[config.mk]
export PLATFORM = sky130hd
export DESIGN_NAME = mbi_top
export DESIGN_NICKNAME = d
export VERILOG_FILES = /design/src/mbi_pkg.sv /design/src/mbi_top.sv
export VERILOG_INCLUDE_DIRS = /design/src
export SDC_FILE = /design/constraint.sdc
export NUM_CORES = 1
export LEC_CHECK = 0
export BUFFER_PORTS_ARGS = -buffer_cell sky130_fd_sc_hd__buf_2
export CORE_UTILIZATION = 50
export DETAILED_ROUTE_END_ITERATION = 16
export GPL_TIMING_DRIVEN = 0
export PLACE_DENSITY = 0.73
export SLEW_MARGIN = 20
export SYNTH_ARGS = -nofsm -noshare
export SYNTH_HDL_FRONTEND = slang
export SYNTH_SLANG_ARGS = --single-unit
[constraint.sdc]
create_clock -name clk -period 15.1 [get_ports clk]
set_input_delay 1.51 -clock clk [delete_from_list [all_inputs] [get_ports clk]]
set_output_delay 1.51 -clock clk [all_outputs]
set_load 0.01 [all_outputs]
[src/mbi_cfg.svh]
// Constants of the processor memory bus interface
`ifndef MBI_CFG_SVH
`define MBI_CFG_SVH
`define MBI_CT_NONSEQ 2'b00
`define MBI_CT_SEQ 2'b01
`define MBI_CT_INTERNAL 2'b10
`define MBI_CT_COPROC 2'b11
`define MBI_WORD_STEP 32'h0000_0004
`define MBI_WORD_MASK 32'hffff_fffc
`define MBI_BUF_DEPTH 2'h2
`define MBI_LANE_SHIFT 2'h3
`define MBI_LANE_MAX 2'h3
`endif

[src/mbi_pkg.sv]
// Types of the processor memory bus interface
package mbi_pkg;
  // One-hot request kinds from the core
  typedef enum logic [6:0] {
    MBI_FETCH = 7'h01,
    MBI_LD_WORD = 7'h02,
    MBI_LD_BYTE = 7'h04,
    MBI_ST_WORD = 7'h08,
    MBI_ST_BYTE = 7'h10,
    MBI_INTERNAL = 7'h20,
    MBI_COPROC = 7'h40
  } mbi_kind_t;

  // One queued or staged bus cycle
  typedef struct packed {
    logic vld;
    mbi_kind_t kind;
    logic [31:0] addr;
    logic [31:0] wdata;
  } mbi_cyc_t;

  // All state of the interface
  typedef struct packed {
    mbi_cyc_t [1:0] q;
    logic [1:0] cnt;
    mbi_cyc_t fc;
    mbi_cyc_t cur;
    logic [31:0] last_addr;
    logic [31:0] addr;
    logic [31:0] addr_pin;
    logic mreq_n;
    logic seq;
    logic bw_n;
    logic rw;
    logic [31:0] dout;
    logic doe;
    logic wait_s1;
    logic wait_s2;
    logic ale_s1;
    logic ale_s2;
    logic [31:0] din_s1;
    logic [31:0] din_s2;
    logic [3:0] pend0;
    logic [3:0] pend1;
    logic [31:0] rdata;
    logic rvalid;
    logic go_d;
  } mbi_state_t;
endpackage : mbi_pkg

[src/mbi_top.sv]
// Processor-side memory bus interface with cycle forecasting and byte lanes
`timescale 1ns/1ps
`include "mbi_cfg.svh"
module mbi_top
  import mbi_pkg::*;
(
  input wire logic clk, // 20 MHz clock
  input wire logic rst, // Asynchronous reset, high
  input wire logic req_valid, // Core offers a cycle
  output logic req_ready, // Buffer has room
  input wire mbi_pkg::mbi_kind_t req_kind, // Kind of offered cycle
  input wire logic [31:0] req_addr, // Byte address of offered cycle
  input wire logic [31:0] req_wdata, // Store data, byte in bits 7..0
  input wire logic big_endian, // Lane order select, steady level
  output logic rd_valid, // Load data pulse
  output logic [31:0] rd_data, // Load word or zero-extended byte
  output logic [31:0] addr_out, // Address pins
  output logic [31:0] data_out, // Data pins, driven value
  output logic data_oe, // Data pins driven
  input wire logic [31:0] data_in, // Data pins, sampled value
  output logic read_write_dir, // High for a write
  output logic byte_word_sel_n, // Low for a byte transfer
  output logic memory_request_n, // Cycle type, high bit
  output logic sequential_flag, // Cycle type, low bit
  input wire logic wait_req_n, // Low stretches the cycle
  input wire logic ale // High lets the address through
);
  import mbi_pkg::*;

  mbi_state_t r;
  mbi_state_t n;
  logic go;
  logic push;
  logic pop;
  logic [1:0] lane;
  mbi_cyc_t head;

  always_comb begin
    n = r;
    n.wait_s1 = wait_req_n;
    n.wait_s2 = r.wait_s1;
    n.ale_s1 = ale;
    n.ale_s2 = r.ale_s1;
    n.din_s1 = data_in;
    n.din_s2 = r.din_s1;
    n.rvalid = 1'b0;
    lane = 2'h0;
    go = r.wait_s2;
    n.go_d = go;
    push = req_valid && (r.cnt < `MBI_BUF_DEPTH);
    pop = go && (r.cnt != 2'h0);
    head = r.q[0];
    if (pop) begin
      n.q[0] = r.q[1];
      n.q[1].vld = 1'b0;
    end
    if (push) begin
      if (r.cnt - {1'b0, pop} == 2'h0) begin
        n.q[0] = '{vld: 1'b1, kind: req_kind, addr: req_addr, wdata: req_wdata};
      end else begin
        n.q[1] = '{vld: 1'b1, kind: req_kind, addr: req_addr, wdata: req_wdata};
      end
    end
    n.cnt = r.cnt + {1'b0, push} - {1'b0, pop};
    // Data sampled at the end of a load passes two stages before use
    n.pend0 = 4'h0;
    n.pend1 = r.pend0;
    if (go) begin
      // executed cycle is the forecast one
      n.cur = r.fc;
      n.fc = pop ? head : mbi_cyc_t'{vld: 1'b0, kind: MBI_INTERNAL, addr: r.addr, wdata: 32'h0};
      if (r.cur.vld && (r.cur.kind == MBI_LD_WORD || r.cur.kind == MBI_LD_BYTE
          || r.cur.kind == MBI_FETCH)) begin
        lane = big_endian ? (`MBI_LANE_MAX - r.cur.addr[1:0]) : r.cur.addr[1:0];
        n.pend0 = {1'b1, r.cur.kind == MBI_LD_BYTE, lane};
      end
      n.last_addr = r.addr;
      if (!n.fc.vld || n.fc.kind == MBI_INTERNAL) begin
        {n.mreq_n, n.seq} = `MBI_CT_INTERNAL;
        n.addr = r.addr;
      end else if (n.fc.kind == MBI_COPROC) begin
        {n.mreq_n, n.seq} = `MBI_CT_COPROC;
        n.addr = r.addr;
      end else begin
        // fetch address low bits forced clear
        n.addr = (n.fc.kind == MBI_FETCH) ? (n.fc.addr & `MBI_WORD_MASK) : n.fc.addr;
        // same word or next word only
        // same or following word after an N cycle too
        if (n.addr == r.addr || n.addr == r.addr + `MBI_WORD_STEP) begin
          {n.mreq_n, n.seq} = `MBI_CT_SEQ;
        end else begin
          {n.mreq_n, n.seq} = `MBI_CT_NONSEQ;
        end
      end
      // only byte loads and stores ask for bytes
      n.bw_n = !(n.fc.vld && (n.fc.kind == MBI_LD_BYTE || n.fc.kind == MBI_ST_BYTE));
      n.rw = n.fc.vld && (n.fc.kind == MBI_ST_WORD || n.fc.kind == MBI_ST_BYTE);
      n.doe = n.cur.vld && (n.cur.kind == MBI_ST_WORD || n.cur.kind == MBI_ST_BYTE
              || n.cur.kind == MBI_COPROC);
      n.dout = (n.cur.kind == MBI_ST_BYTE) ? {4{n.cur.wdata[7:0]}} : n.cur.wdata;
    end
    // latch closed while enable is low
    if (r.ale_s2) begin
      n.addr_pin = n.addr;
    end
    if (r.pend1[3]) begin
      n.rvalid = 1'b1;
      if (r.pend1[2]) begin
        n.rdata = {24'h0, 8'(r.din_s2 >> (5'(r.pend1[1:0]) << `MBI_LANE_SHIFT))};
      end else begin
        n.rdata = r.din_s2;
      end
    end
  end

  always_ff @(posedge clk or posedge rst) begin
    if (rst) begin
      r <= '0;
      r.fc.kind <= MBI_INTERNAL;
      r.cur.kind <= MBI_INTERNAL;
      r.mreq_n <= 1'b1;
      r.bw_n <= 1'b1;
    end else begin
      r <= n;
    end
  end

  assign req_ready = (r.cnt < `MBI_BUF_DEPTH);
  assign rd_valid = r.rvalid;
  assign rd_data = r.rdata;
  assign addr_out = r.addr_pin;
  assign data_out = r.dout;
  assign data_oe = r.doe;
  assign read_write_dir = r.rw;
  assign byte_word_sel_n = r.bw_n;
  assign memory_request_n = r.mreq_n;
  assign sequential_flag = r.seq;
endmodule : mbi_top

* Word-level counts from Yosys, hierarchy flattened
Index checks and enable logic that the tools add are counted.
** Cells by class
- Bitwise operators :: 1
- Magnitude comparators :: 1
- Div/mod/pow operators :: 0
- Mux-type cells :: 19
- Equal/unequal tests :: 14
- Reduce and logical (&&, ||, !) cells :: 19
- Shift operators :: 1
- Multiply operators :: 0
- Add/sub/neg operators :: 5
** Operator list (number)
- 72-bit two-way mux :: 4
- 32-bit two-way mux :: 5
- 144-bit two-way mux :: 1
- 32-bit equality test :: 2
- 32-bit by 3-bit adder with 32-bit output, second input constant :: 1
- 32-bit by 5-bit right shift with 8-bit output :: 1
- 7-bit by 1-bit equality test with 1-bit output, second input constant :: 2
- 7-bit by 3-bit equality test with 1-bit output, second input constant :: 2
- 7-bit by 4-bit equality test with 1-bit output, second input constant :: 2
- 7-bit by 5-bit equality test with 1-bit output, second input constant :: 2
- 7-bit equality test, second input constant :: 2
- 1-bit logical OR :: 8
- 2-bit two-way mux :: 4
- 4-bit two-way mux :: 2
- 7-bit by 2-bit equality test with 1-bit output, second input constant :: 1
- 7-bit by 6-bit equality test with 1-bit output, second input constant :: 1
- 1-bit logical AND :: 6
- 2-bit by 1-bit subtractor with 2-bit output :: 2
- 1-bit two-way mux :: 3
- 2-bit by 1-bit adder with 2-bit output :: 1
- 1-bit logical NOT :: 2
- 2-bit logical NOT :: 1
- 2-bit less-than comparator, second input constant :: 1
- 2-bit AND reduction :: 1
- other kinds (3) :: 3
** Storage, ports and cells
- Memories :: 0
- Bits of input ports :: 109
- Bits in read-only memories :: 0
- RAM bits :: 0
- Bits in registers :: 408
- Latch bits :: 0

* Depth between registers and ports, before layout
Gate-level depths: netlist of the first run.
- Depth in word-level cells :: 10
- Depth in mapped cells :: 10
- Mapped depth without buffers :: 8

* Least setup slack after synthesis of the first run
Ideal clock, no wire load.
- Path kind :: input to register
- Start point :: input port req_valid
- End point :: register r[470] (netlist bit)
- Path slack :: 12.244 ns
- Arrival time :: 2.731 ns
- Required time :: 14.975 ns
- Cell stages on the path :: 5
- Cells stage by stage :: nand2_1 -> nor3b_1 -> clkbuf_1 -> clkbuf_1 -> mux2_2
** On the way
- Cells in the longest elaborated chain, start to end :: 2
** RTL lines
- from (decl) :: line mbi_top.sv:9 : input wire logic req_valid,
- 1-bit logical AND :: line mbi_top.sv:50 : push = req_valid && (r.cnt < `MBI_BUF_DEPTH);
- 2-bit AND reduction (no source line)
- to (signal assigned) :: line mbi_top.sv:124 : r <= n;
- to (decl) :: line mbi_top.sv:30 : mbi_state_t r;
Every way passes these cells.
A chain may end at the register's enable or synchronous reset.

==> results.json, run 1 <==
{
  "root_buffer": "clkbuf_16",
  "finalSetupViolations": 0,
  "fin_skew_ns": 0.0207,
  "required_ns": 15.56,
  "final_core_util_pct": 60.1,
  "htreeDepth": 2,
  "fp.coreArea_um2": 34500,
  "pin_count": 212,
  "slew_viol_final": 0,
  "synth-edff-count": 0,
  "vias": 12300,
  "fill_cells": 2831,
  "crit_arrival_ns": 3.93,
  "cpMaxStageDelayCell": "a21oi_1",
  "synth_top_family_by_area": "multiplexers",
  "rows": 68,
  "slowest_delay_ns": 0.82,
  "yosysWarnings": 0,
  "synth_area_um2": 17500,
  "nets": 1882,
  "synth_sequential_area_ratio_pct": 58.3,
  "die_area_um2": 35800,
  "fin_crit_sh_pct": 23.0,
  "maxCapViolCount": 0,
  "grt_pass1_vias": 12100,
  "synthSimpleGateAreaFrac_pct": 10.4,
  "rsz0062_at_grt": "false",
  "clk_path_buf_depth": 3,
  "synthXorXnorAreaFrac_pct": 2.53,
  "synth_mux_area_share_pct": 12.4,
  "ir_worst_vdd_mv": 0.126,
  "synth_compound_area_share_pct": 9.56,
  "ant_nets": 0,
  "place_congestion": 0.887,
  "dp_hpwl_mm": 30.2,
  "grt_pass1_wl_mm": 66.8,
  "first_pass_iters": 6,
  "cts_hold_buffers": 0,
  "drive_gt1_share_pct": 31.8,
  "async_reset_ff_share_pct": 100,
  "ys_ff_latch": 408,
  "grt_antenna_before_repair": 2,
  "crit_fanout": 10,
  "finalHoldViolCount": 0,
  "cts.sinks": 408,
  "max_slew_margin_pct": 30.0,
  "numCtsBuffers": 43,
  "end_kind": "flop",
  "grt.total_usage_pct": 24.0,
  "drcViolationCount": 0,
  "die_w_um": 189,
  "setup_ws_ns": 11.63,
  "cts_resized": 0,
  "worst_pin_slew_ns": 1.05,
  "routed_wl_mm": 42.7,
  "post-place-ws_ns": 11.18,
  "power_density_nw_per_um2": 208,
  "stdcell_count": 2260,
  "layout_commonest_cell": "dfrtp_1",
  "startpoint_type": "input pin",
  "synth_ff_type": "dfrtp_1",
  "routedWlPerCell_um": 18.9,
  "initial_utilization_pct": 50.7,
  "critical_path.cell_chain": "buf_2 -> nand2_1 -> a21oi_1 -> clkbuf_1 -> clkbuf_1 -> nand2_1 -> o21ai_0",
  "grt_max_degree": 104,
  "placed_cells": 2180,
  "outcome": "complete, no violations",
  "overflow": 0,
  "cp_top_family": "buffers and inverters",
  "post_cts_buffers": 0,
  "path_class": "in -> reg",
  "netlist_instances": 1510,
  "vias_per_cell": 5.42,
  "cts_tree": "done",
  "synth_nets": 1622,
  "numPortBuffers": 211,
  "min_period_ns": 3.47,
  "fmax_mhz": 288,
  "clk_latency_ns": 0.56,
  "drt_iter0_markers": 799,
  "die_y_um": 189,
  "post_synth_num_cell_types": 72,
  "crit_buf_inv": 3,
  "synth_fa_ha_area_share_pct": 0.214,
  "min_path_type": "reg -> reg",
  "synth_area_per_cell_um2": 11.6,
  "layout_common_cells": "dfrtp_1, buf_2, nand2_1",
  "p_leak_nw": 9.96,
  "syn_to_final_growth_pct": 18.5,
  "path_clk_slew_ns": 0.06
}
[power by group]
group	total [mW]	leakage, nW	internal, mW	switching, mW
clock network	1.10	0.741	0.662	0.439
logic	1.39	4.16	0.705	0.688
registers	1.83	5.06	1.51	0.317
[layer usage]
layer	track usage, %	vias up	share of wire, %	wire length, um
li1	-	5674	-	-
met1	32.2	6157	43	18400
met2	39.7	342	49	21000
met3	3.84	77	5.0	2150
met4	7.97	0	2.6	1130
met5	0	-	0	0
[sequential cells by signal (all words and copies together) (netlist names)]
name / count
read_write_dir: 1
go: 1
rd_valid: 1
memory_request_n: 1
byte_word_sel_n: 1
sequential_flag: 1
data_out: 32
head: 72
addr_out: 32
rd_data: 32
r: 195
data_oe: 1
n: 38
[cells in the mapped netlist, drive strengths merged, types with 21 or more instances]
cell type / number / area, um2
nand3: 21 / 110
a21oi: 59 / 299
mux2: 125 / 1410
a31o: 25 / 219
nand2: 188 / 706
dfrtp: 404 / 10100
inv: 23 / 86.3
buf: 123 / 847
mux2i: 76 / 761
nand4: 21 / 146
nor2: 70 / 263
a22o: 31 / 273
nor2b: 34 / 213
xnor2: 36 / 315
o21ai: 103 / 519
clkbuf: 56 / 210
[kinds of logic after synthesis]
kind of cell	Yosys count
AO/OA/AOI/OAI	259
buffers and inverters	203
flip-flops	408
AND/OR/NAND/NOR	387
adder cells (fa/ha/maj)	3
XOR/XNOR	49
multiplexers	201
[per-stage QoR]
stage	power (mW)	hold WS [ns]	TNS (ns)	area, um2
after floorplan	2.76	0.331	0	17500
after global placement	3.16	0.332	-707.29	19100
after detailed placement	3.22	0.335	0	19300
after CTS	4.34	0.349	0	20800
after global routing	4.56	0.352	0	20800
final	4.32	0.347	0	20800
[worst paths after layout]
kind                       startpoint        to  slack [ns]  depth (start not counted)
max                         req_valid  head[51]       11.63                          7
min reg2reg                     n[46]     r[46]        0.35                          0
min in group asynchronous         rst     n[62]        0.94                          2
max in group asynchronous         rst    r[499]       12.53                          5
min                             n[46]     r[46]        0.35                          0
max reg2reg                        go  head[51]       11.86                          6
[final cells by class]
| class | instances | area, um2 | share of cell area, % |
|---|---|---|---|
| buffer | 179 | 1060 | 5.09 |
| multi-input combinational | 899 | 6160 | 29.7 |
| antenna | 2 | 5.00 | 0.0241 |
| tap | 455 | 569 | 2.74 |
| clock buffer | 60 | 1280 | 6.17 |
| inverter | 24 | 97.6 | 0.470 |
| clock inverter | 18 | 214 | 1.03 |
| sequential | 408 | 10200 | 49.2 |
| timing repair buffer | 215 | 1170 | 5.62 |
Power figures use the tool's default switching activity.
==> run 2, diff against run 1 <==
Clock period 15.1 ns to 3.3 ns, I/O delays scaled along.
==> results.json, run 2 (same netlist as run 1, synthesis figures left out) <==
{
  "outcome": "complete, no violations",
  "whs_path_depth": 3,
  "finalSetupViolations": 0,
  "path_class": "reg -> reg",
  "syn_to_final_growth_pct": 23.7,
  "clk_latency_ns": 0.57,
  "crit_fanout": 10,
  "place_congestion": 0.886,
  "nets": 1982,
  "fin_crit_sh_pct": 94.4,
  "post_cts_buffers": 0,
  "drt_iter0_markers": 822,
  "end_kind": "flop",
  "grt_max_degree": 37,
  "ant_nets": 0,
  "grt_pass1_wl_mm": 69.9,
  "fill_cells": 2738,
  "finalHoldViolCount": 0,
  "drcViolationCount": 0,
  "routed_wl_mm": 43.8,
  "rows": 68,
  "vias": 12700,
  "top_register": "r",
  "largest_reg_flops": 195,
  "path_clk_slew_ns": 0.06,
  "reg2reg_from": "r[387]",
  "grt_pass1_vias": 12900,
  "layout_commonest_cell": "dfrtp_1",
  "dp_hpwl_mm": 30.7,
  "grt_antenna_before_repair": 0,
  "routedWlPerCell_um": 18.6,
  "min_path_type": "in -> reg",
  "worst_pin_slew_ns": 0.751,
  "htreeDepth": 2,
  "rsz0062_at_grt": "false",
  "grt.total_usage_pct": 25.0,
  "hold_end": "head[10]",
  "r2r_cells": 10,
  "multi_input_area_um2": 6160,
  "clk_path_buf_depth": 3,
  "ir_worst_vdd_mv": 0.530,
  "fp.coreArea_um2": 34500,
  "pin_count": 212,
  "crit_arrival_ns": 3.61,
  "final_core_util_pct": 62.7,
  "rrSetupSlack_ns": 0.18,
  "setup_ws_ns": 0.185,
  "die_y_um": 189,
  "power_density_nw_per_um2": 900,
  "maxCapViolCount": 0,
  "layout_common_cells": "dfrtp_1, buf_2, nand2_1",
  "diodes": 0,
  "min_period_ns": 3.12,
  "overflow": 0,
  "timing.rr.end": "r[388]",
  "drive_gt1_share_pct": 30.2,
  "die_area_um2": 35800,
  "post-place-ws_ns": 0.191,
  "slew_viol_final": 0,
  "cts_tree": "done",
  "vias_per_cell": 5.37,
  "max_slew_margin_pct": 49.6,
  "required_ns": 3.79,
  "startpoint_type": "flop",
  "die_w_um": 189,
  "numCtsBuffers": 43,
  "initial_utilization_pct": 50.7,
  "numPortBuffers": 211,
  "cts.sinks": 408,
  "p_leak_nw": 10.3,
  "fmax_mhz": 321,
  "fin_skew_ns": 0.0176,
  "root_buffer": "clkbuf_16",
  "regArea_um2": 10200,
  "whs_ns": 0.0171,
  "hp-start": "req_wdata[10]",
  "first_pass_iters": 5
}
-- run 2: cell count changes in the layout (fill, tap and decap cells not counted), moves of 2 or more --
cell / before / now
buf_12: 0 / 12
buf_16: 4 / 1
bufinv_16: 4 / 2
clkbuf_1: 60 / 68
clkbuf_8: 12 / 5
diode_2: 2 / 0
dlygate4sd3_1: 0 / 91
-- run 2: worst max-delay path by stage --
stage / end / startpoint / slack (ns)
global placement: data_out[22] / rst / -4.66
finish: r[388] / r[387] / 0.18
CTS: head[52] / go / 0.15
global route: r[388] / go / 0.01
detailed placement: head[54] / go / 0.19
floorplan: addr_out[0] / rst / -2.52
-- run 2: report_power, final --
part	leakage (nW)	internal [mW]	switching [mW]
clock network	0.662	2.68	1.99
logic	4.61	3.32	3.17
registers	5.06	6.90	1.44
-- run 2: metrics by stage --
| stage | power [mW] | std cells | TNS (ns) | area [um2] |
|---|---|---|---|---|
| after detailed placement | 14.8 | 2189 | 0 | 19400 |
| final | 19.5 | 2356 | 0 | 21700 |
| after floorplan | 12.7 | 1510 | -1023.90 | 17500 |
| after global routing | 20.7 | 2356 | 0 | 21700 |
| after CTS | 19.6 | 2356 | 0 | 21700 |
| after global placement | 14.5 | 2176 | -1875.38 | 19100 |
-- run 2: routing by layer --
| layer | wire, um | vias up | global-route usage, % |
|---|---|---|---|
| met1 | 18800 | 6317 | 33.0 |
| li1 | - | 5864 | - |
| met3 | 2230 | 90 | 3.91 |
| met2 | 21500 | 381 | 41.7 |
| met5 | 0 | - | 0 |
| met4 | 1290 | 0 | 9.34 |
-- run 2: what timing repair did --
| action | 4_1_cts | 5_1_grt |
|---|---|---|
| hold buffers | 91 | 0 |
| gates resized for setup | 0 | 1 |
| hold endpoints to repair | 129 | 0 |
| setup endpoints to repair | 0 | 19 |
-- run 2: cell type report --
type / count / share of cell area (%)
sequential: 408 / 47.1
clock buffer: 60 / 5.49
clock inverter: 16 / 0.710
tap: 455 / 2.63
multi-input combinational: 899 / 28.4
buffer: 179 / 4.88
inverter: 24 / 0.433
timing repair buffer: 315 / 10.3
-- run 2: worst max-delay path, cell delays in order (launching register included) --
cell and delay [ns]:
dfrtp_1 0.42, o21ai_1 0.49, buf_2 0.35, inv_1 0.14, clkbuf_1 0.34, clkbuf_1 0.38
ha_1 0.40, inv_1 0.05, ha_1 0.18, xnor2_1 0.17, xnor2_1 0.13
==> run 3, diff against run 2 <==
Settings changed: RECOVER_POWER set to 25, TNS_END_PERCENT set to 1.
==> results.json, run 3 (same netlist as run 1, synthesis figures left out) <==
{
  "end_kind": "flop",
  "fin_skew_ns": 0.0201,
  "die_area_um2": 35800,
  "syn_to_final_growth_pct": 23.4,
  "vias": 12700,
  "setup.worst_path.start": "r[387]",
  "critical_path.cell_chain": "o21ai_1 -> buf_2 -> inv_1 -> clkbuf_1 -> clkbuf_1 -> ha_1 -> inv_1 -> ha_1 -> xnor2_1 -> xnor2_1",
  "finalInstanceArea_um2": 21600,
  "initial_utilization_pct": 50.7,
  "top_register": "r",
  "ant_nets": 0,
  "fp.coreArea_um2": 34500,
  "htreeDepth": 2,
  "slowest_delay_ns": 0.48,
  "finalSetupViolations": 0,
  "grt_pass1_wl_mm": 69.9,
  "first_pass_iters": 5,
  "max_slew_margin_pct": -23.9,
  "numPortBuffers": 211,
  "overflow": 0,
  "routed_wl_mm": 43.8,
  "cts.sinks": 408,
  "crit_arrival_ns": 3.61,
  "place_area_um2": 19400,
  "finalHoldViolCount": 0,
  "cpMaxStageDelayCell": "o21ai_1",
  "largest_reg_flops": 195,
  "setup_tns_ns": 0,
  "grt_max_degree": 37,
  "drcViolationCount": 0,
  "maxCapViolCount": 2,
  "numCtsBuffers": 43,
  "die_w_um": 189,
  "root_buffer": "clkbuf_16",
  "violations": "capacitance limit, slew limit",
  "slew_viol_final": 72,
  "cts_tree": "done",
  "totalPowerFinal_mw": 19.5,
  "crit_fanout": 10,
  "layout_commonest_cell": "dfrtp_1",
  "fmax_mhz": 321,
  "setup_ws_ns": 0.186,
  "p_leak_nw": 10.3,
  "fin_crit_sh_pct": 94.4,
  "dp_hpwl_mm": 30.7,
  "drive_gt1_share_pct": 29.7,
  "min_period_ns": 3.11,
  "post_cts_buffers": 0,
  "outcome": "finished with violations",
  "clk_path_buf_depth": 3,
  "rsz0062_at_grt": "false",
  "place_congestion": 0.886,
  "diodes": 0,
  "final_core_util_pct": 62.6,
  "path_class": "reg -> reg",
  "min_path_type": "in -> reg",
  "reg2reg_from": "r[387]",
  "die_y_um": 189,
  "clk_latency_ns": 0.57,
  "post-place-ws_ns": 0.191,
  "ir_worst_vdd_mv": 0.530,
  "grt_pass1_vias": 12900,
  "path_clk_slew_ns": 0.06,
  "routedWlPerCell_um": 18.6,
  "worst_pin_slew_ns": 1.86,
  "vias_per_cell": 5.38,
  "crit_buf_inv": 5,
  "nets": 1982,
  "pin_count": 212,
  "power_density_nw_per_um2": 902,
  "required_ns": 3.79,
  "layout_common_cells": "dfrtp_1, buf_2, nand2_1",
  "cp_top_family": "buffers and inverters",
  "rows": 68,
  "grt.total_usage_pct": 25.0,
  "startpoint_type": "flop",
  "hp-start": "req_wdata[10]",
  "grt_antenna_before_repair": 0,
  "drt_iter0_markers": 877
}
-- run 3: changes by cell type in the layout (fill, tap and decap cells not counted) --
cell	before	now
buf_12	12	8
buf_2	225	219
clkbuf_1	68	75
clkinvlp_2	0	1
clkinvlp_4	3	2
dlymetal6s4s_1	0	3
-- run 3: metrics by stage --
step	instances	hold slack [ns]
3_3_place_gp	2176	0.332
5_1_grt	2356	0.0118
4_1_cts	2356	0.0000348
2_1_floorplan	1510	0.331
3_5_place_dp	2189	0.335
6_report	2356	0.0195
-- run 3: final timing paths --
kind	end	slack (ns)	cells after the start
setup / recovery	r[388]	0.19	10
max in group asynchronous	r[489]	0.44	7
setup reg to reg	r[388]	0.19	10
hold / removal	head[10]	0.02	3
min in group asynchronous	n[43]	0.53	3
hold reg to reg	r[36]	0.35	0
-- run 3: worst reg2reg max path: cells and delay by family (launching register included) --
family,cells,cell delay [ns]
adders and majority gates,2,0.58
buffers and inverters,5,1.27
xor gates and xnor gates,2,0.30
AOI/OAI and AO/OA,1,0.48
DFF,1,0.42
-- run 3: per-layer routing --
| metal | part of all wire [%] | routed length [um] | GRT usage, % |
|---|---|---|---|
| met1 | 43 | 18700 | 33.0 |
| met2 | 49 | 21500 | 41.7 |
| met3 | 5.3 | 2310 | 3.91 |
| met4 | 2.9 | 1260 | 9.34 |
| met5 | 0 | 0 | 0 |
-- run 3: cell type report --
class | instances | area (um2)
clock buffer | 60 | 1190
tap | 455 | 569
multi-input combinational | 899 | 6160
buffer | 179 | 1060
inverter | 24 | 91.3
sequential | 408 | 10200
clock inverter | 16 | 154
timing repair buffer | 315 | 2190
fill | 2751 | 12900
-- run 3: power breakdown --
group / total (mW) / internal [mW] / switching [mW] / leakage, nW
clock network: 4.68 / 2.68 / 1.99 / 0.662
registers: 8.34 / 6.90 / 1.44 / 5.06
logic: 6.48 / 3.31 / 3.17 / 4.59
-- run 3: timing repair --
action / 4_1_cts / 5_1_grt
endpoints found under the hold margin: 129 / 0
gates resized for setup: 0 / 1
endpoints found under the setup margin: 0 / 19
hold buffers: 91 / 0
